===== src/rtl/pap_pkg.sv =====
`default_nettype none
package pap_pkg;
	// Timebase of the system clock
	localparam int CLK_PERIOD_PS = 4000;
	// Least spacing of data phases, in tenths of a system clock period
	localparam int SPACE_WR_LO_TENTHS = 15;
	localparam int SPACE_HI_TENTHS = 35;
	// Least spacing of low-range reads, in nanoseconds
	localparam int SPACE_RD_LO_NS = 30;
	// Derived cycle counts, least times rounded up
	localparam logic [3:0] CYC_WR_LO =
		4'((SPACE_WR_LO_TENTHS * CLK_PERIOD_PS + 10 * CLK_PERIOD_PS - 1) / (10 * CLK_PERIOD_PS));
	localparam logic [3:0] CYC_HI =
		4'((SPACE_HI_TENTHS * CLK_PERIOD_PS + 10 * CLK_PERIOD_PS - 1) / (10 * CLK_PERIOD_PS));
	localparam logic [3:0] CYC_RD_LO =
		4'((SPACE_RD_LO_NS * 1000 + CLK_PERIOD_PS - 1) / CLK_PERIOD_PS);
	// Register space landmarks
	localparam logic [7:0] ADDR_HI_BASE = 8'h80;
	localparam logic [7:0] ADDR_INDIRECT_BASE = 8'hC0;
	localparam logic [7:0] ADDR_INDIRECT_READOUT = 8'h88;
	// Value returned by the discarded first read of an indirect fetch
	localparam logic [7:0] DUMMY_READ_VALUE = 8'h00;
	localparam logic [7:0] ADDR_RESET = 8'h00;
	localparam logic [3:0] BUSY_IDLE = 4'h0;
	// Access phase of the port
	typedef enum logic [1:0] {PH_IDLE, PH_STALL, PH_SERVED} pap_phase_type;
endpackage : pap_pkg
`default_nettype wire


===== src/rtl/pap_bus_if.sv =====
`timescale 1ns/1ps
`default_nettype none
interface pap_bus_if;
	logic mux;       // Multiplexed mode entered
	logic act;       // Combined strobe active
	logic act_start; // First active cycle
	logic act_end;   // First cycle after the strobe rose
	logic is_rd;     // Access direction is read
	logic is_addr;   // Address phase (non-multiplexed only)
	logic ale_rise;  // Latch strobe rising edge
	logic [7:0] wdata;    // Write data held from the strobe
	logic [7:0] pin_data; // Live bus for address latching
	modport dec (output mux, act, act_start, act_end, is_rd, is_addr, ale_rise, wdata, pin_data);
	modport core (input mux, act, act_start, act_end, is_rd, is_addr, ale_rise, wdata, pin_data);
endinterface : pap_bus_if
`default_nettype wire


===== src/rtl/pap_decode.sv =====
`timescale 1ns/1ps
`default_nettype none
module pap_decode (
	// Clock, reset, enable
	input wire logic clk_sys_i,
	input wire logic rst_i,
	input wire logic ce_i,
	// Host pins
	input wire logic mode3_strap_i,
	input wire logic cs_n_i,
	input wire logic port_fetch_line_i,
	input wire logic port_store_line_i,
	input wire logic address_select_line_i,
	input wire logic ale_i,
	input wire logic [7:0] data_i,
	// Decoded access
	pap_bus_if.dec bus
);
	logic mode3_reg, mode3_next;         // Separate read/write strobes
	logic strap_done_reg, strap_done_next; // Strap taken after release
	logic mux_reg, mux_next;             // Multiplexed mode, sticky
	logic act_reg, act_next;             // Strobe seen last cycle
	logic ale_reg, ale_next;             // Latch strobe last cycle
	logic rd_reg, rd_next;               // Direction last cycle
	logic asel_reg, asel_next;           // Address select last cycle
	logic [7:0] wdata_reg, wdata_next;   // Bus sample during strobe
	logic rd_comb_n;
	logic wr_comb_n;
	logic act_now;
	logic rd_now;

	// Strobes combined with chip select, active only while both low
	always_comb
	begin
		rd_comb_n = port_fetch_line_i | cs_n_i;
		wr_comb_n = port_store_line_i | cs_n_i;
		// Mode 3 has two strobes, mode 2 one strobe plus direction
		act_now = mode3_reg ? (!rd_comb_n || !wr_comb_n) : !rd_comb_n;
		rd_now = mode3_reg ? !rd_comb_n : port_store_line_i;
		mode3_next = strap_done_reg ? mode3_reg : mode3_strap_i;
		strap_done_next = 1'b1;
		// Reset holds this flop, so edges during reset never count
		mux_next = mux_reg | (strap_done_reg & ale_i & !ale_reg);
		act_next = act_now;
		ale_next = ale_i;
		rd_next = act_now ? rd_now : rd_reg;
		asel_next = act_now ? address_select_line_i : asel_reg;
		// Keep the last sample taken under the strobe; it is written on its rise
		wdata_next = act_now ? data_i : wdata_reg;
	end

	// Registers
	always_ff @(posedge clk_sys_i or posedge rst_i)
	begin
		if (rst_i)
		begin
			mode3_reg <= 1'b0;
			strap_done_reg <= 1'b0;
			mux_reg <= 1'b0;
			act_reg <= 1'b0;
			ale_reg <= 1'b0;
			rd_reg <= 1'b0;
			asel_reg <= 1'b0;
			wdata_reg <= pap_pkg::ADDR_RESET;
		end
		else if (ce_i)
		begin
			mode3_reg <= mode3_next;
			strap_done_reg <= strap_done_next;
			mux_reg <= mux_next;
			act_reg <= act_next;
			ale_reg <= ale_next;
			rd_reg <= rd_next;
			asel_reg <= asel_next;
			wdata_reg <= wdata_next;
		end
	end

	// Decoded view for the port logic
	assign bus.mux = mux_reg;
	assign bus.act = act_now;
	assign bus.act_start = act_now & !act_reg;
	assign bus.act_end = !act_now & act_reg;
	assign bus.is_rd = act_now ? rd_now : rd_reg;
	// Multiplexed modes ignore the select line entirely
	assign bus.is_addr = !mux_reg & (act_now ? address_select_line_i : asel_reg);
	assign bus.ale_rise = strap_done_reg & ale_i & !ale_reg;
	assign bus.wdata = wdata_reg;
	assign bus.pin_data = data_i;
endmodule : pap_decode
`default_nettype wire


===== src/rtl/pap_port.sv =====
// How it works
// - Select low data access, high address access
// - Selected address kept across data accesses
// - Latch strobe captures address from bus
// - First read of indirect registers (0xC0 and up) is dummy
// - Indirect readout register returns fetched value
// - Other registers read directly once
// - Address read-back returns selected address
// - Decode access from chip select and strobes
// - Effective strobe is strobe OR chip select
// - Drive read data during strobe, then release
// - Write data taken at strobe rising edge
// - Wait only when data phases too close
// - Spacing 1.5 or 3.5 clock periods, 30 ns for low-range reads
// - Multiplexed mode entered on first latch edge
`timescale 1ns/1ps
`default_nettype none
module pap_port (
	// Clock, reset, enable
	input wire logic clk_sys_i,
	input wire logic rst_i,
	input wire logic ce_i,
	// Mode strap, high selects separate read/write strobes
	input wire logic mode3_strap_i,
	// Host bus pins
	input wire logic cs_n_i,
	input wire logic port_fetch_line_i,
	input wire logic port_store_line_i,
	input wire logic address_select_line_i,
	input wire logic ale_i,
	input wire logic [7:0] data_i,
	output logic [7:0] data_o,
	output logic data_oe_o,
	// Open-drain wait, pulled low while enabled
	output logic wait_o,
	output logic wait_oe_o,
	// Register space of the device
	output logic [7:0] core_addr_o,
	output logic [7:0] core_wdata_o,
	output logic core_wr_o,
	output logic core_rd_o,
	input wire logic [7:0] core_rdata_i
);
	pap_bus_if bus ();

	// Pin decoding and mode selection
	pap_decode u_decode (
		.clk_sys_i(clk_sys_i),
		.rst_i(rst_i),
		.ce_i(ce_i),
		.mode3_strap_i(mode3_strap_i),
		.cs_n_i(cs_n_i),
		.port_fetch_line_i(port_fetch_line_i),
		.port_store_line_i(port_store_line_i),
		.address_select_line_i(address_select_line_i),
		.ale_i(ale_i),
		.data_i(data_i),
		.bus(bus)
	);

	// Spacing a finished access needs before the next data phase
	function automatic logic [3:0] space_cycles(input logic [7:0] addr, input logic rd);
		if (addr >= pap_pkg::ADDR_HI_BASE)
			return pap_pkg::CYC_HI;
		return rd ? pap_pkg::CYC_RD_LO : pap_pkg::CYC_WR_LO;
	endfunction : space_cycles

	pap_pkg::pap_phase_type phase_reg, phase_next; // Access phase
	logic [7:0] addr_reg, addr_next;       // Selected register
	logic [7:0] dout_reg, dout_next;       // Read data on the bus
	logic [7:0] ind_reg, ind_next;         // Indirect readout value
	logic [7:0] wdat_reg, wdat_next;       // Data toward the core
	logic [3:0] busy_reg, busy_next;       // Cycles until internal access ends
	logic oe_reg, oe_next;
	logic wait_reg, wait_next;
	logic wr_reg, wr_next;
	logic rd_reg, rd_next;
	logic rd_fire;   // A read is served this cycle
	logic data_want; // A data phase wants service

	// Next values for the access sequencer
	always_comb
	begin
		phase_next = phase_reg;
		addr_next = addr_reg;
		dout_next = dout_reg;
		ind_next = ind_reg;
		wdat_next = wdat_reg;
		busy_next = (busy_reg != pap_pkg::BUSY_IDLE) ? busy_reg - 4'h1 : busy_reg;
		wr_next = 1'b0;
		rd_next = 1'b0;
		rd_fire = 1'b0;
		data_want = bus.act && !bus.is_addr;
		// Capture core data the cycle its read strobe stands
		if (rd_reg)
		begin
			if (addr_reg >= pap_pkg::ADDR_INDIRECT_BASE)
				ind_next = core_rdata_i;
			else
				dout_next = core_rdata_i;
		end
		unique case (phase_reg)
			pap_pkg::PH_IDLE,
			pap_pkg::PH_STALL:
			begin
				if (bus.act)
				begin
					// A data phase inside the spacing window is stalled
					if (data_want && busy_reg != pap_pkg::BUSY_IDLE)
						phase_next = pap_pkg::PH_STALL;
					else
					begin
						phase_next = pap_pkg::PH_SERVED;
						rd_fire = bus.is_rd;
					end
				end
				else
					phase_next = pap_pkg::PH_IDLE;
			end
			pap_pkg::PH_SERVED:
			begin
				if (!bus.act)
					phase_next = pap_pkg::PH_IDLE;
			end
		endcase
		// Read service
		if (rd_fire)
		begin
			if (bus.is_addr)
				dout_next = addr_reg;
			else
			begin
				busy_next = space_cycles(addr_reg, 1'b1);
				if (addr_reg == pap_pkg::ADDR_INDIRECT_READOUT)
					dout_next = ind_reg;
				else
				begin
					rd_next = 1'b1;
					// Upper range answers a dummy and starts a fetch
					if (addr_reg >= pap_pkg::ADDR_INDIRECT_BASE)
						dout_next = pap_pkg::DUMMY_READ_VALUE;
				end
			end
		end
		// Writes take effect on the strobe's rising edge
		if (bus.act_end && !bus.is_rd && phase_reg != pap_pkg::PH_IDLE)
		begin
			if (bus.is_addr)
				addr_next = bus.wdata;
			else
			begin
				wr_next = 1'b1;
				wdat_next = bus.wdata;
				busy_next = space_cycles(addr_reg, 1'b0);
			end
		end
		// Address latch; the edge that enters multiplexed mode latches too
		// Data phases leave the address alone
		if (bus.ale_rise)
			addr_next = bus.pin_data;
		// Drive only while a read strobe is active
		oe_next = bus.act && bus.is_rd && phase_next == pap_pkg::PH_SERVED;
		// Wait pulled only while a data phase is stalled; busy bounds its length
		wait_next = data_want && phase_next == pap_pkg::PH_STALL;
	end

	// Registers of the sequencer
	always_ff @(posedge clk_sys_i or posedge rst_i)
	begin
		if (rst_i)
		begin
			phase_reg <= pap_pkg::PH_IDLE;
			addr_reg <= pap_pkg::ADDR_RESET;
			dout_reg <= pap_pkg::ADDR_RESET;
			ind_reg <= pap_pkg::ADDR_RESET;
			wdat_reg <= pap_pkg::ADDR_RESET;
			busy_reg <= pap_pkg::BUSY_IDLE;
			oe_reg <= 1'b0;
			wait_reg <= 1'b0;
			wr_reg <= 1'b0;
			rd_reg <= 1'b0;
		end
		else if (ce_i)
		begin
			phase_reg <= phase_next;
			addr_reg <= addr_next;
			dout_reg <= dout_next;
			ind_reg <= ind_next;
			wdat_reg <= wdat_next;
			busy_reg <= busy_next;
			oe_reg <= oe_next;
			wait_reg <= wait_next;
			wr_reg <= wr_next;
			rd_reg <= rd_next;
		end
	end

	// Outputs straight from flops, except wait_o tied low
	assign data_o = dout_reg;
	assign data_oe_o = oe_reg;
	assign wait_o = 1'b0;
	assign wait_oe_o = wait_reg;
	assign core_addr_o = addr_reg;
	assign core_wdata_o = wdat_reg;
	assign core_wr_o = wr_reg;
	assign core_rd_o = rd_reg;
endmodule : pap_port
`default_nettype wire


===== config.mk =====
export PLATFORM = sky130hd
export DESIGN_NAME = pap_port
export DESIGN_NICKNAME = d
export VERILOG_FILES = /design/src/rtl/pap_pkg.sv /design/src/rtl/pap_bus_if.sv /design/src/rtl/pap_decode.sv /design/src/rtl/pap_port.sv
export SDC_FILE = /design/constraint.sdc
export NUM_CORES = 1
export LEC_CHECK = 0
export ABC_AREA = 1
export BUFFER_PORTS_ARGS = -buffer_cell sky130_fd_sc_hd__buf_2
export CORE_UTILIZATION = 60
export CTS_CLUSTER_DIAMETER = 30
export DETAILED_ROUTE_END_ITERATION = 8
export PLACE_DENSITY = 0.84
export SLEW_MARGIN = 20
export SYNTH_ARGS = -nofsm -noshare
export SYNTH_HDL_FRONTEND = slang
export SYNTH_SLANG_ARGS = --single-unit

===== constraint.sdc =====
create_clock -name clk_sys_i -period 4.5 [get_ports clk_sys_i]
set_clock_uncertainty 0.2 [all_clocks]
set_input_delay 0.675 -clock clk_sys_i [delete_from_list [all_inputs] [get_ports clk_sys_i]]
set_output_delay 0.675 -clock clk_sys_i [all_outputs]
set_load 0.005 [all_outputs]

==> results.md, run 1 <==
Die:
- The initial core utilization is 62.6%.
- The region available for standard cell placement spans 5110 sq um.
- The floorplan die height is 75.0 um.
- Pin placement for this block handled 54 I/O pins.
- The standard-cell row count is 26.
- The x dimension of the die is 75.0 um.
- The area enclosed by the die boundary is 5620 sq um.

Clock network:
- The number of levels the H-tree was split into is 3.
- The number of buffers added by the clock tree synthesis step is 9.
- The count of instances resized after the clock tree is built is 0.
- The post-cts hold buffer count is 0.
- Clock tree synthesis found a total of 57 sinks.
- The cell at the root of the clock tree is sky130_fd_sc_hd__clkbuf_8.
- No sink is reached through more buffers than the 2 on the longest clock path.
- The later-pin clock latency in the skew report is 0.35 ns.
- The TritonCTS clock tree is done.
- Clock-pin slew was measured on the worst setup and hold paths at 0.07 ns.
- In this run the post-CTS setup repair buffer count came out at 0.

Finish:
- The repair_antennas step left the layout with diodes totalling 0.
- The total of fill cells in the finished design is 410.
- The number of non-filler instances in the completed layout is 527.
- Compared with the post-synthesis result, the final layout area differs by 15.3%.
- The layout cell share with drive strength beyond 1 is 23.9%.
- In the final design database the tool counted 479 nets.
- In the final layout, flip-flops and latches occupy 1430 sq um.
- The multi-input gate area in the final layout is 1480 sq um.
- The finished cells cover 3680 sq um.

STA:
- The final hold slack is 0.165 ns.
- The worst pin sits at a relative slew slack of 51.4%.
- Of the available clock period, the critical path in the final layout requires 54.6%.
- The final number of max-transition violations is 0.
- The count of final setup violators is 0.
- Summed over all failing endpoints, the final setup total negative slack is 0 ns.
- The final-report hold violation count is 0.
- Timing would allow up to 407 MHz.
- The transition time of the tightest slew-check pin is 0.729 ns.
- The time the worst path needs with I/O delays and setup is 2.46 ns.
- Setup repair after global routing left no endpoint under its margin.

Routing:
- The routed design has 7240 um of wire.
- Dividing the detail-routed wire length by the instance count gives 13.7 um.
- After detailed routing, the number of vias per cell comes to 5.36.
- The number of DRC violations after detailed-routing iteration 0 is 200.
- The detailed router placed 2,825 vias in this run.
- The number of iterations in the first detailed-routing pass is 4.
- The detail route stage leaves a number of antenna-violating nets equal to 0.
- After detailed routing, the number of remaining DRC violations is 0.

Setup path:
- Traced cell by cell, the critical path runs through buf_2 -> inv_1 -> nor2_2 -> o21ai_0.
- The cell family contributing the most delay on the critical path is buffers and inverters.
- The critical path data required time is 4.49 ns.
- The number of cells on the worst reg-to-reg path is 11.
- The data arrival time of the critical path is 2.44 ns.
- By startpoint and endpoint, the worst setup path is classified as in2reg.
- The critical path endpoint category is a register.
- The worst setup path startpoint is ce_i.
- The number of buffers and inverters on the critical path is 2.
- For this design, the slowest cell found on the critical path is sky130_fd_sc_hd__nor2_2.
- The kind of launch point of the worst setup path is an input port.
- The largest single stage delay on the critical path is 0.69 ns.
- In this run the critical register-to-register path is launched from core_addr_o[7].
- In this run the number of cells on the critical path is 4.
- The maximum fanout encountered on the critical timing path is 31.

Logic synthesis:
- The total of warnings raised by yosys is 0.
- The number of flops mapped to enable cells by yosys is 0.
- Of all cell types, the one taking the most synthesized area is sky130_fd_sc_hd__dfrtp_1.
- The number of nets in the synthesized netlist is 427.
- The top flip-flop cell by instance count after synthesis is sky130_fd_sc_hd__dfrtp_1.
- Summing every instance area after synthesis gives 3200 sq um.
- Sorting the synthesized cells by how often they occur yields sky130_fd_sc_hd__nand2_1, sky130_fd_sc_hd__dfrtp_1, sky130_fd_sc_hd__nor2_1, sky130_fd_sc_hd__inv_1, sky130_fd_sc_hd__o21ai_0.
- sky130_fd_sc_hd__nand2_1 is the most common cell in the netlist.
- Synthesis produced a netlist whose cell count is 401.
- Counting flops with an async set or reset pin after synthesis yields a share of 100%.
- Ranked by total cell area, the synthesized netlist is headed by sky130_fd_sc_hd__dfrtp_1, sky130_fd_sc_hd__nand2_1, sky130_fd_sc_hd__nor2_1, sky130_fd_sc_hd__inv_1, sky130_fd_sc_hd__o21ai_0.
- The distinct cell type count after synthesis is 37.
- The average cell area after synthesis is 7.97 sq um.
- In this run the biggest area consumer among cell types represents 44.6% of the synthesized area.
- The synthesized design contains 57 register bits.
- The proportion of synthesized chip area in sequential cells is 44.6%.

GRT:
- The first-pass GRT wire length is 12,000 um.
- The maximum number of pins on one net before global-route repair is 33.
- The routing usage on met2 is 47.6%.
- For met1 alone, demand over resource in global routing was 37.1%.
- Global routing consumed, on the met3 layer, 6.69% of the routing resources.
- The initial antenna violation count was 0.
- The via count of the first global-routing pass came to 2,627.
- The aggregate global-route resource usage is 29.0%.
- After global routing the overflow that remains totals 0.
- The global routing stage identified its most utilized layer as met2.

Pwr:
- The power per unit of standard cell area is 488 nW/um^2.
- Across the VDD grid, the largest voltage drop is 279 uV.
- Summed over all cells, the static leakage comes to 1.93 nW.

Hold path:
- The path class of the tightest hold or removal check is in2async.

Placement:
- Routability-driven placement finished with a final weighted congestion of 0.814.
- The number of buffers added on ports is 52.
- In this run, placement finished with an instance count of 512.
- The HPWL after detailed placement is 5170 um.
- The post-detailed-placement cell area is 3460 sq um.

Job:
- Max-cap violations in this run came to 0.

Status:
- The flow ran to the end, and the final reports show no timing, DRC or antenna violations.
[cells in the final DEF (no fill, tap or decap), types with 3 or more instances in the layout]
cell type,n
sky130_fd_sc_hd__dfrtp_1,57
sky130_fd_sc_hd__nand3b_1,6
sky130_fd_sc_hd__nand4_1,9
sky130_fd_sc_hd__inv_2,3
sky130_fd_sc_hd__nand2_4,6
sky130_fd_sc_hd__mux2_2,7
sky130_fd_sc_hd__o211ai_2,3
sky130_fd_sc_hd__o211ai_1,9
sky130_fd_sc_hd__buf_2,52
sky130_fd_sc_hd__nand2_1,103
sky130_fd_sc_hd__o21ai_2,10
sky130_fd_sc_hd__nor2_2,3
sky130_fd_sc_hd__nor2_1,52
sky130_fd_sc_hd__nand3_1,24
sky130_fd_sc_hd__clkbuf_8,10
sky130_fd_sc_hd__nand2_2,3
sky130_fd_sc_hd__o21ai_0,25
sky130_fd_sc_hd__inv_1,51
[final timing paths]
path                                    endpoint  slack [ns]
setup / recovery           u_decode.bus.wdata[5]        2.04
hold / removal                   core_wdata_o[6]        0.17
setup reg to reg                       data_o[7]        2.43
hold reg to reg                  core_wdata_o[1]        0.27
max in group asynchronous              wait_oe_o        3.11
min in group clk_sys_i           core_wdata_o[1]        0.27
[per-stage QoR]
stage / utilization (%) / worst slack (ns) / total power, mW
finish: 72.1 / 2.04 / 1.80
global placement: 67.8 / 1.50 / 1.24
detailed placement: 67.8 / 1.36 / 1.27
global route: 72.1 / 1.82 / 1.92
CTS: 72.1 / 1.71 / 1.80
floorplan: - / 2.23 / 1.10
[where the power goes]
group / total, mW / switching [mW] / internal [mW] / leakage, nW
Sequential: 0.738 / 0.0878 / 0.650 / 0.684
Clock: 0.529 / 0.207 / 0.322 / 0.104
Combinational: 0.529 / 0.306 / 0.223 / 1.14
Total: 1.80 / 0.601 / 1.20 / 1.93
[worst register-to-register path, cell delays in order, from the launching register on]
cell	delay, ns
sky130_fd_sc_hd__dfrtp_1	0.48
sky130_fd_sc_hd__nand2_2	0.28
sky130_fd_sc_hd__nand2_1	0.36
sky130_fd_sc_hd__nand2_1	0.09
sky130_fd_sc_hd__nand2_1	0.08
sky130_fd_sc_hd__inv_1	0.05
sky130_fd_sc_hd__nand3_1	0.06
sky130_fd_sc_hd__nand2_1	0.06
sky130_fd_sc_hd__nor2_1	0.08
sky130_fd_sc_hd__nor2_1	0.05
sky130_fd_sc_hd__nor2_1	0.13
sky130_fd_sc_hd__nor2_1	0.06
[per-layer routing]
| layer | wire [um] | vias up | share of wire [%] |
|---|---|---|---|
| li1 | - | 1383 | - |
| met1 | 3130 | 1353 | 43 |
| met2 | 3590 | 75 | 50 |
| met3 | 389 | 14 | 5.4 |
| met4 | 127 | 0 | 1.8 |
| met5 | 0 | - | 0 |
[logic make-up (layout without fill, tap and decap cells)]
kind of cell / count (synthesis) / after routing / synth area share (%)
other cells: 1 / 1 / 0.117
xor+xnor: 1 / 1 / 0.274
mux: 8 / 8 / 2.78
compound gates: 53 / 53 / 11.4
flops: 57 / 57 / 44.6
simple gates: 212 / 212 / 31.1
buf+inv: 68 / 124 / 9.28
fa+ha+maj: 1 / 1 / 0.391
[cell type report]
type,count,area share [%]
repair buffers,53,7.27
clock inverters,5,2.17
well taps,70,2.38
inverters,56,5.70
flip-flops and latches,57,38.7
clock buffers,10,3.74
multi-input cells,276,40.0
Note: power is estimated with default switching activity, not from simulation.
==> run 2: changes to the inputs <==
Settings changed: ABC_AREA 1 to 0, CORE_UTILIZATION 60 to 55, PLACE_DENSITY 0.84 to 0.79.
Clock period 4.5 ns to 2.3 ns, I/O delays scaled along.
==> run 2 against run 1 <==
Effect of this change:
- the flow now finishes with violations (negative setup slack)
- non-clock buffer count grew 26
- core utilization grew 2.2 points
- die area shrank 2.6%
- worst hold slack lost 0.15 ns
- setup slack lost 2.2 ns
- sequential share of layout area grew 0.89 points
- via count shrank 19%
- synthesized cell count shrank 35%
- total power grew 82%
- global-route usage shrank 1.3 points
- critical path depth grew 4
- flip-flop and latch count is the same
- critical endpoint is now data_o[4]
- largest cell class is now registers
==> results.md, run 2 <==
Logic synthesis:
- The number of flip-flops and latches in the synthesized netlist was 57 (unchanged).
- The largest total area in the synthesized netlist belongs to sky130_fd_sc_hd__dfrtp_1.
- The area share of and/or/nand/nor cells after synthesis is 16.2% (-15 points).
- The xor and xnor area share after synthesis is 0.307% (+0.033 points).
- The post-synthesis instance total is 262 (-35%).
- The adder-cell area share of the yosys netlist came to 0.439% (+0.047 points).
- The multiplexer share of the synthesized area came to 15.5% (+13 points).
- The synthesized-area fraction occupied by ao, oa, aoi and oai cells came to 14.2% (+2.7 points).
- The total of warnings raised by yosys is 0 (unchanged).
- The proportion of synthesized chip area in sequential cells is 50.0% (+5.4 points).
- The commonest cells after synthesis are sky130_fd_sc_hd__nand2_1, sky130_fd_sc_hd__dfrtp_1, sky130_fd_sc_hd__mux2_2, sky130_fd_sc_hd__nor2_1, sky130_fd_sc_hd__inv_1.
- The average cell area after synthesis was 10.9 sq um (+37%).
- The dominant combinational cell family by area after synthesis is simple AND/OR/NAND/NOR gates.
- The most used flip-flop cell after synthesis is sky130_fd_sc_hd__dfrtp_1.
- The number of flops mapped to enable cells by yosys is 0 (unchanged).
- The net count of the mapped netlist is 288 (-33%).
- The distinct cell type count after synthesis was 57 (+54%).
- The synthesized cell area came to 2850 sq um (-11%).
- The fraction of synthesized cell area taken by the top area cell type is 50.0% (+5.4 points).
- The cell with the most instances after synthesis is sky130_fd_sc_hd__nand2_1.
- In the post-synthesis netlist, the biggest area contributors are sky130_fd_sc_hd__dfrtp_1, sky130_fd_sc_hd__mux2_2, sky130_fd_sc_hd__nand2_1, sky130_fd_sc_hd__mux2_1, sky130_fd_sc_hd__a221o_1.
- The post-synthesis async set-or-reset flop share is 100% (unchanged).

Die:
- The area enclosed by the die boundary came to 5480 sq um (-2.6%).
- The initial core utilization is 58.8% (-3.8 points).
- The number of primary I/O pins was 54 (unchanged).
- The area inside the core boundary came to 4850 sq um (-5.1%).
- The standard-cell row count is 25 (-3.8%).
- The floorplan die height was 74.0 um (-1.3%).
- The x dimension of the die is 74.0 um (-1.3%).

Setup path:
- The data arrival time of the critical path is 2.46 ns (+0.02 ns).
- The kind of launch point of the worst setup path is a register.
- The number of cells on the worst reg-to-reg path is 8 (-3).
- The endpoint identified for the worst register-to-register timing path is data_o[4].
- The worst setup path category is reg2reg.
- The startpoint identified for the worst register-to-register timing path is busy_reg[1].
- The worst setup path is captured at a register.
- The maximum fanout encountered on the critical timing path is 8 (-74%).
- The reg2reg setup slack came to -0.14 ns (-2.57 ns).
- The critical path data required time is 2.32 ns (-2.17 ns).

Finish:
- The area growth from synthesis to final layout is 26.3%.
- The layout cell share with drive strength beyond 1 was 39.2% (+15 points).
- The final net count is 368 (-23%).
- The antenna diode count came to 0 (unchanged).
- The library cell used most frequently in the layout, excluding fill and tap cells, is sky130_fd_sc_hd__nand2_1.
- The library cells used most frequently in the layout, excluding fill and tap cells, are sky130_fd_sc_hd__nand2_1, sky130_fd_sc_hd__dfrtp_1, sky130_fd_sc_hd__buf_2.
- The number of non-filler instances in the completed layout is 414 (-21%).
- The finished layout cell area was 3600 sq um (-2.2%).
- The utilization after layout is 74.3% (+2.2 points).

GRT:
- The maximum number of pins on one net before global-route repair is 58 (+76%).
- The remaining global-route overflow was 0 (unchanged).
- The first-pass GRT wire length is 11,100 um (-7.9%).
- The aggregate global-route resource usage is 27.8% (-1.3 points).
- The initial antenna violation count was 0 (unchanged).
- The via count of the first global-routing pass is 2,326 (-11%).

Routing:
- The via count came to 2,295 (-19%).
- The total wire length after detailed routing is 6610 um (-8.7%).
- The routed length per instance came to 16.0 um (+16%).
- The number of DRC violations after detailed-routing iteration 0 is 151 (-25%).
- The average vias per placed instance is 5.54 (+3.4%).
- The number of routed nets with antenna violations is 0 (unchanged).
- The number of iterations in the first detailed-routing pass is 4 (unchanged).
- The count of unresolved DRC violations after routing was 0 (unchanged).

STA:
- The time the worst path needs with I/O delays and setup is 2.44 ns.
- Setup repair after global routing could not meet its margin everywhere.
- The worst slew slack as a fraction of its limit is 54.5% (+3.1 points).
- Static timing analysis puts the maximum clock frequency at 410 MHz.
- The minimum setup slack in the final design is -0.142 ns (-2.18 ns).
- The count of final setup violators is 9 (+9).
- The final number of max-transition violations was 0 (unchanged).
- The final hold slack came to 0.0197 ns (-0.146 ns).
- The share of the clock period used by the worst path is 106%.
- The final sum of negative setup slack is -0.960 ns (-0.960 ns).
- The final-report hold violation count is 0 (unchanged).
- The transition time of the tightest slew-check pin is 0.683 ns (-0.0460 ns).

Placement:
- The setup slack at placement was -0.166 ns (-1.53 ns).
- The detailed placer's ending HPWL is 4550 um (-12%).
- The final weighted congestion in routability-driven placement is 0.790 (-2.9%).
- The post-detailed-placement cell area is 3340 sq um (-3.5%).
- The instance count after placement with tap cells included is 393 (-23%).
- The number of buffers added on ports is 52 (unchanged).

Pwr:
- The reported leakage power was 1.83 nW (-5.2%).
- The total power of the final layout came to 3.27 mW (+82%).
- The power per unit of standard cell area is 908 nW/um^2 (+86%).
- The peak supply drop came to 643 uV (+130%).

Clock network:
- The number of buffers added by the clock tree synthesis step was 9 (unchanged).
- The clock-pin slew on the worst setup and hold paths is 0.07 ns (about the same).
- The number of buffers on the longest clock path is 2 (unchanged).
- The number of levels the H-tree was split into is 3 (unchanged).
- The cell at the root of the clock tree is sky130_fd_sc_hd__clkbuf_8.
- The number of sinks on the clock net is 57 (unchanged).
- The later-pin clock latency in the skew report is 0.33 ns (-0.02 ns).
- TritonCTS built the clock tree.

Hold path:
- The path with the worst hold slack has its endpoint at u_decode.bus.wdata[3].
- In this run the most critical hold path is launched from data_i[3].
- The hold-critical path depth is 3.
- The type of the worst min-delay path is in2reg.

Status:
- The checks that failed: negative setup slack.
- The run finished, with violations left.

Job:
- The number of max-capacitance violations reported is 0 (unchanged).
## run 2: changes by cell type after synthesis, sizes merged, moves of 7 or more
cell and change:
a221o +8, inv -44, mux2 +26, nand2 -51, nand3 -24, nand4 -7
nor2 -43, o211ai -10, o21ai -31
## run 2: worst max-delay path: stages (launching register included)
cell and delay (ns):
sky130_fd_sc_hd__dfrtp_1 0.38, sky130_fd_sc_hd__inv_2 0.08, sky130_fd_sc_hd__ha_4 0.13, sky130_fd_sc_hd__or3b_4 0.39, sky130_fd_sc_hd__a2111oi_4 0.29, sky130_fd_sc_hd__buf_4 0.19
sky130_fd_sc_hd__o21ai_2 0.07, sky130_fd_sc_hd__a31o_4 0.24, sky130_fd_sc_hd__a221o_1 0.34
## run 2: layout make-up
class	instances	area (sq um)
fill	334	1250
sequential	57	1430
timing repair buffer	79	490
multi-input combinational	185	1360
clock buffer	14	173
clock inverter	2	35.0
tap	67	83.8
inverter	10	37.5
## run 2: where the power goes
part,internal (mW),switching [mW]
Clock,0.589,0.391
Combinational,0.495,0.388
Sequential,1.23,0.174
## run 2: what timing repair did
action | CTS | global route
setup endpoints to repair | 10 | 14
hold endpoints to repair | 57 | 0
pin swaps | 0 | 2
buffers inserted | 3 | 1
gates resized for setup | 1 | 1
hold buffers | 1 | 0
## run 2: logic make-up (layout without fill, tap and decap cells)
kind of cell / after synthesis / after routing
compound gates: 44 / 44
xor+xnor: 1 / 1
fa+ha+maj: 1 / 1
buf+inv: 20 / 105
flops: 57 / 57
mux: 40 / 40
other cells: 1 / 1
simple gates: 98 / 98
## run 2: worst max path at each step
| stage | from | endpoint | cells past startpoint | slack, ns |
|---|---|---|---|---|
| 2_1_floorplan | busy_reg[1] | data_o[1] | 7 | -0.06 |
| 3_3_place_gp | busy_reg[1] | data_o[3] | 7 | -0.09 |
| 3_5_place_dp | busy_reg[0] | data_o[2] | 7 | -0.17 |
| 4_1_cts | busy_reg[0] | data_o[1] | 8 | -0.11 |
| 5_1_grt | busy_reg[0] | data_o[4] | 8 | -0.20 |
| 6_report | busy_reg[1] | data_o[4] | 8 | -0.14 |
## run 2: per-layer routing
layer  routed length, um  vias up  GRT usage [%]
met5                   0        -              0
met4                  76        0           11.1
met3                 312        8           8.13
met2                3270       62           43.2
met1                2960     1131           36.7
li1                    -     1094              -
==> run 3: changes to the inputs <==
Settings changed: SYNTH_HIERARCHICAL set to 1.
==> run 3 against run 2 <==
Effect of this change:
- the flow now finishes without violations
- wire length decreased by 5.8%
- global-route usage decreased by 2.9 points
- fmax increased by 9.1%
- register-to-register slack improved by 0.20 ns
- flip-flop and latch count unchanged
- sequential share of layout area increased by 0.23 points
- synthesized area increased by 2.8%
- non-clock buffer count unchanged
- die area increased by 2.7%
- critical path type unchanged
==> results.md, run 3 <==
Die:
- The x dimension of the die is 75.0 um (+1.3%).
- The area enclosed by the die boundary was 5620 sq um (+2.7%).
- The initial core utilization is 57.4% (-1.4 points).
- The number of primary I/O pins is 54 (unchanged).
- The standard-cell row count is 26 (+4.0%).
- The area inside the core boundary was 5110 sq um (+5.3%).
- The floorplan die height is 75.0 um (+1.3%).

GRT:
- The initial antenna violation count is 0 (unchanged).
- The aggregate global-route resource usage is 24.9% (-2.9 points).
- The remaining global-route overflow is 0 (unchanged).
- The maximum number of pins on one net before global-route repair came to 43 (-26%).
- The via count of the first global-routing pass is 2,147 (-7.7%).
- The first-pass GRT wire length is 10,000 um (-9.2%).

Clock network:
- The number of levels the H-tree was split into is 3 (unchanged).
- The TritonCTS clock tree is done.
- The cell at the root of the clock tree is sky130_fd_sc_hd__clkbuf_8.
- The number of buffers on the longest clock path is 2 (unchanged).
- The number of buffers added by the clock tree synthesis step came to 9 (unchanged).
- The number of sinks on the clock net was 57 (unchanged).
- The clock-pin slew on the worst setup and hold paths was 0.06 ns (about the same).
- The later-pin clock latency in the skew report was 0.34 ns (about the same).

Finish:
- The final net count is 340 (-7.6%).
- The layout cell share with drive strength beyond 1 is 48.3% (+9.1 points).
- The top cell types in the final layout, fill and taps aside, are sky130_fd_sc_hd__dfrtp_1, sky130_fd_sc_hd__buf_2, sky130_fd_sc_hd__mux2_2.
- The antenna diode count is 0 (unchanged).
- Relative to the synthesized area, the layout overhead comes to 22.3%.
- The most common cell after layout, fill and taps aside is sky130_fd_sc_hd__dfrtp_1.

Hold path:
- The hold-critical path depth is 3 (unchanged).
- The startpoint identified for the worst hold timing path is mode3_strap_i.
- The path with the worst hold slack has its endpoint at u_decode/mode3_reg.
- The worst hold path belongs to the class in2reg.

Setup path:
- The slowest cell on the critical path is sky130_fd_sc_hd__a311o_2.
- The reg2reg setup slack was 0.06 ns (+0.20 ns).
- The launching point of the worst reg2reg path is u_decode/mode3_reg.
- The data arrival time of the critical path is 2.27 ns (-0.19 ns).
- In this run the critical register-to-register path is captured at data_o[2].
- The number of cells on the worst reg-to-reg path is 8 (unchanged).
- The instance count on the critical path was 8 (unchanged).
- Traced cell by cell, the critical path runs through nand2b_4 -> a21oi_4 -> mux2i_4 -> inv_2 -> buf_4 -> a311o_2 -> a21o_1 -> o311ai_1.
- The worst setup path is of the reg2reg kind.
- The critical path data required time is 2.33 ns (about the same).
- The critical path endpoint category is a register.
- The maximum fanout encountered on the critical timing path came to 9 (+1).
- The number of buffers and inverters on the critical path is 2 (unchanged).
- The kind of cell with the highest combined delay along the critical path is compound AO/OA/AOI/OAI gates.
- The delay of the slowest cell on the worst path is 0.47 ns (+0.08 ns).
- The worst setup path is launched from a register.

Logic synthesis:
- The net count of the mapped netlist is 268 (-6.9%).
- The average cell area after synthesis was 12.1 sq um (+11%).
- The total of warnings raised by yosys is 6 (+6).
- The synthesized cell area is 2930 sq um (+2.8%).
- The post-synthesis instance total is 242 (-7.6%).

Routing:
- The total wire length after detailed routing came to 6230 um (-5.8%).
- The average vias per placed instance came to 5.58 (+0.58%).
- The via count is 2,169 (-5.5%).
- The count of unresolved DRC violations after routing is 0 (unchanged).
- The routed length per instance is 16.0 um (+0.29%).
- The number of DRC violations after detailed-routing iteration 0 is 114 (-25%).
- The number of iterations in the first detailed-routing pass was 4 (unchanged).
- The number of routed nets with antenna violations is 0 (unchanged).

Placement:
- The setup slack at placement is -0.127 ns (+0.0391 ns).
- The final weighted congestion in routability-driven placement is 0.801 (+1.4%).
- The detailed placer's ending HPWL is 4290 um (-5.6%).
- The number of buffers added on ports is 52 (unchanged).

Pwr:
- The power per unit of standard cell area is 958 nW/um^2 (+5.5%).
- The total power of the final layout was 3.43 mW (+5.0%).
- The reported leakage power came to 1.62 nW (-12%).
- The peak supply drop was 619 uV (-3.7%).

STA:
- The share of the clock period used by the worst path is 97.3% (-8.8 points).
- The final number of max-transition violations is 0 (unchanged).
- Setup repair after global routing could not meet its margin everywhere.
- The minimum setup slack in the final design was 0.0611 ns (+0.203 ns).
- The fmax is 447 MHz (+9.1%).
- The count of final setup violators came to 0 (-9).
- The final-report hold violation count is 0 (unchanged).
- The worst slew slack as a fraction of its limit is 61.4% (+6.9 points).
- The time the worst path needs with I/O delays and setup is 2.24 ns (-0.203 ns).
- The transition time of the tightest slew-check pin is 0.578 ns (-0.104 ns).

Job:
- The number of max-capacitance violations reported is 0 (unchanged).

Status:
- The flow ran to the end, and the final reports show no timing, DRC or antenna violations.
[run 3: cell count changes in the layout (fill, tap and decap cells not counted), sizes merged, moves of 4 or more]
cell	previous run	this run
mux2i	7	11
a221o	8	0
mux2	33	41
nor2	13	5
clkbuf	14	10
o311ai	0	8
a21o	2	13
nand2	61	18
nand4	2	9
[run 3: area by class of cell]
type                       count  area (sq um)
tap                           70          87.6
clock inverter                 6          35.0
multi-input combinational    157          1380
timing repair buffer          79           490
sequential                    57          1430
inverter                      10          37.5
clock buffer                  10           128
fill                         392          1520
[run 3: what timing repair did]
action	in CTS	in global routing
gates cloned	0	0
endpoints found under the setup margin	11	26
pin swaps	0	1
hold buffers	1	0
resized for setup	2	2
endpoints found under the hold margin	57	0
buffers inserted	0	2
[run 3: power by group]
group | switching, mW | total, mW | internal (mW)
clock network | 0.411 | 0.793 | 0.382
registers | 0.279 | 1.59 | 1.31
logic | 0.442 | 1.05 | 0.605
total | 1.13 | 3.43 | 2.30
[run 3: tightest hold or removal path, stage by stage]
cell	delay, ns
sky130_fd_sc_hd__buf_2	0.07
sky130_fd_sc_hd__nand3b_1	0.07
sky130_fd_sc_hd__nand2_1	0.05
[run 3: how the worst max path moves through the flow]
stage                             from         endpoint  slack, ns
floorplan            port_store_line_i   core_addr_o[0]      -0.04
global placement     port_fetch_line_i  core_wdata_o[2]       -0.1
detailed placement   port_fetch_line_i  core_wdata_o[7]      -0.13
CTS                 u_decode/mode3_reg        data_o[2]      0.006
global route        u_decode/mode3_reg        data_o[2]      -0.05
finish              u_decode/mode3_reg        data_o[2]       0.06
[run 3: per-layer routing]
layer | global-route usage [%] | vias to the layer above | routed length [um]
met4 | 9.22 | 0 | 83
li1 | - | 1032 | -
met2 | 38.5 | 46 | 3020
met1 | 33.7 | 1082 | 2890
met5 | 0 | - | 0
met3 | 6.96 | 9 | 239
[run 3: through the flow]
step | setup TNS [ns] | hold WS [ns] | cell area [sq um] | cells | util, %
2_1_floorplan | -0.275 | 0.0465 | 2960 | 242 | -
3_3_place_gp | -1.34 | 0.242 | 3390 | 370 | 66.4
3_5_place_dp | -1.93 | 0.234 | 3390 | 370 | 66.4
4_1_cts | 0 | 0.0197 | 3570 | 387 | 69.8
5_1_grt | -0.385 | 0.0388 | 3580 | 389 | 70.2
6_report | 0 | 0.0284 | 3580 | 389 | 70.2
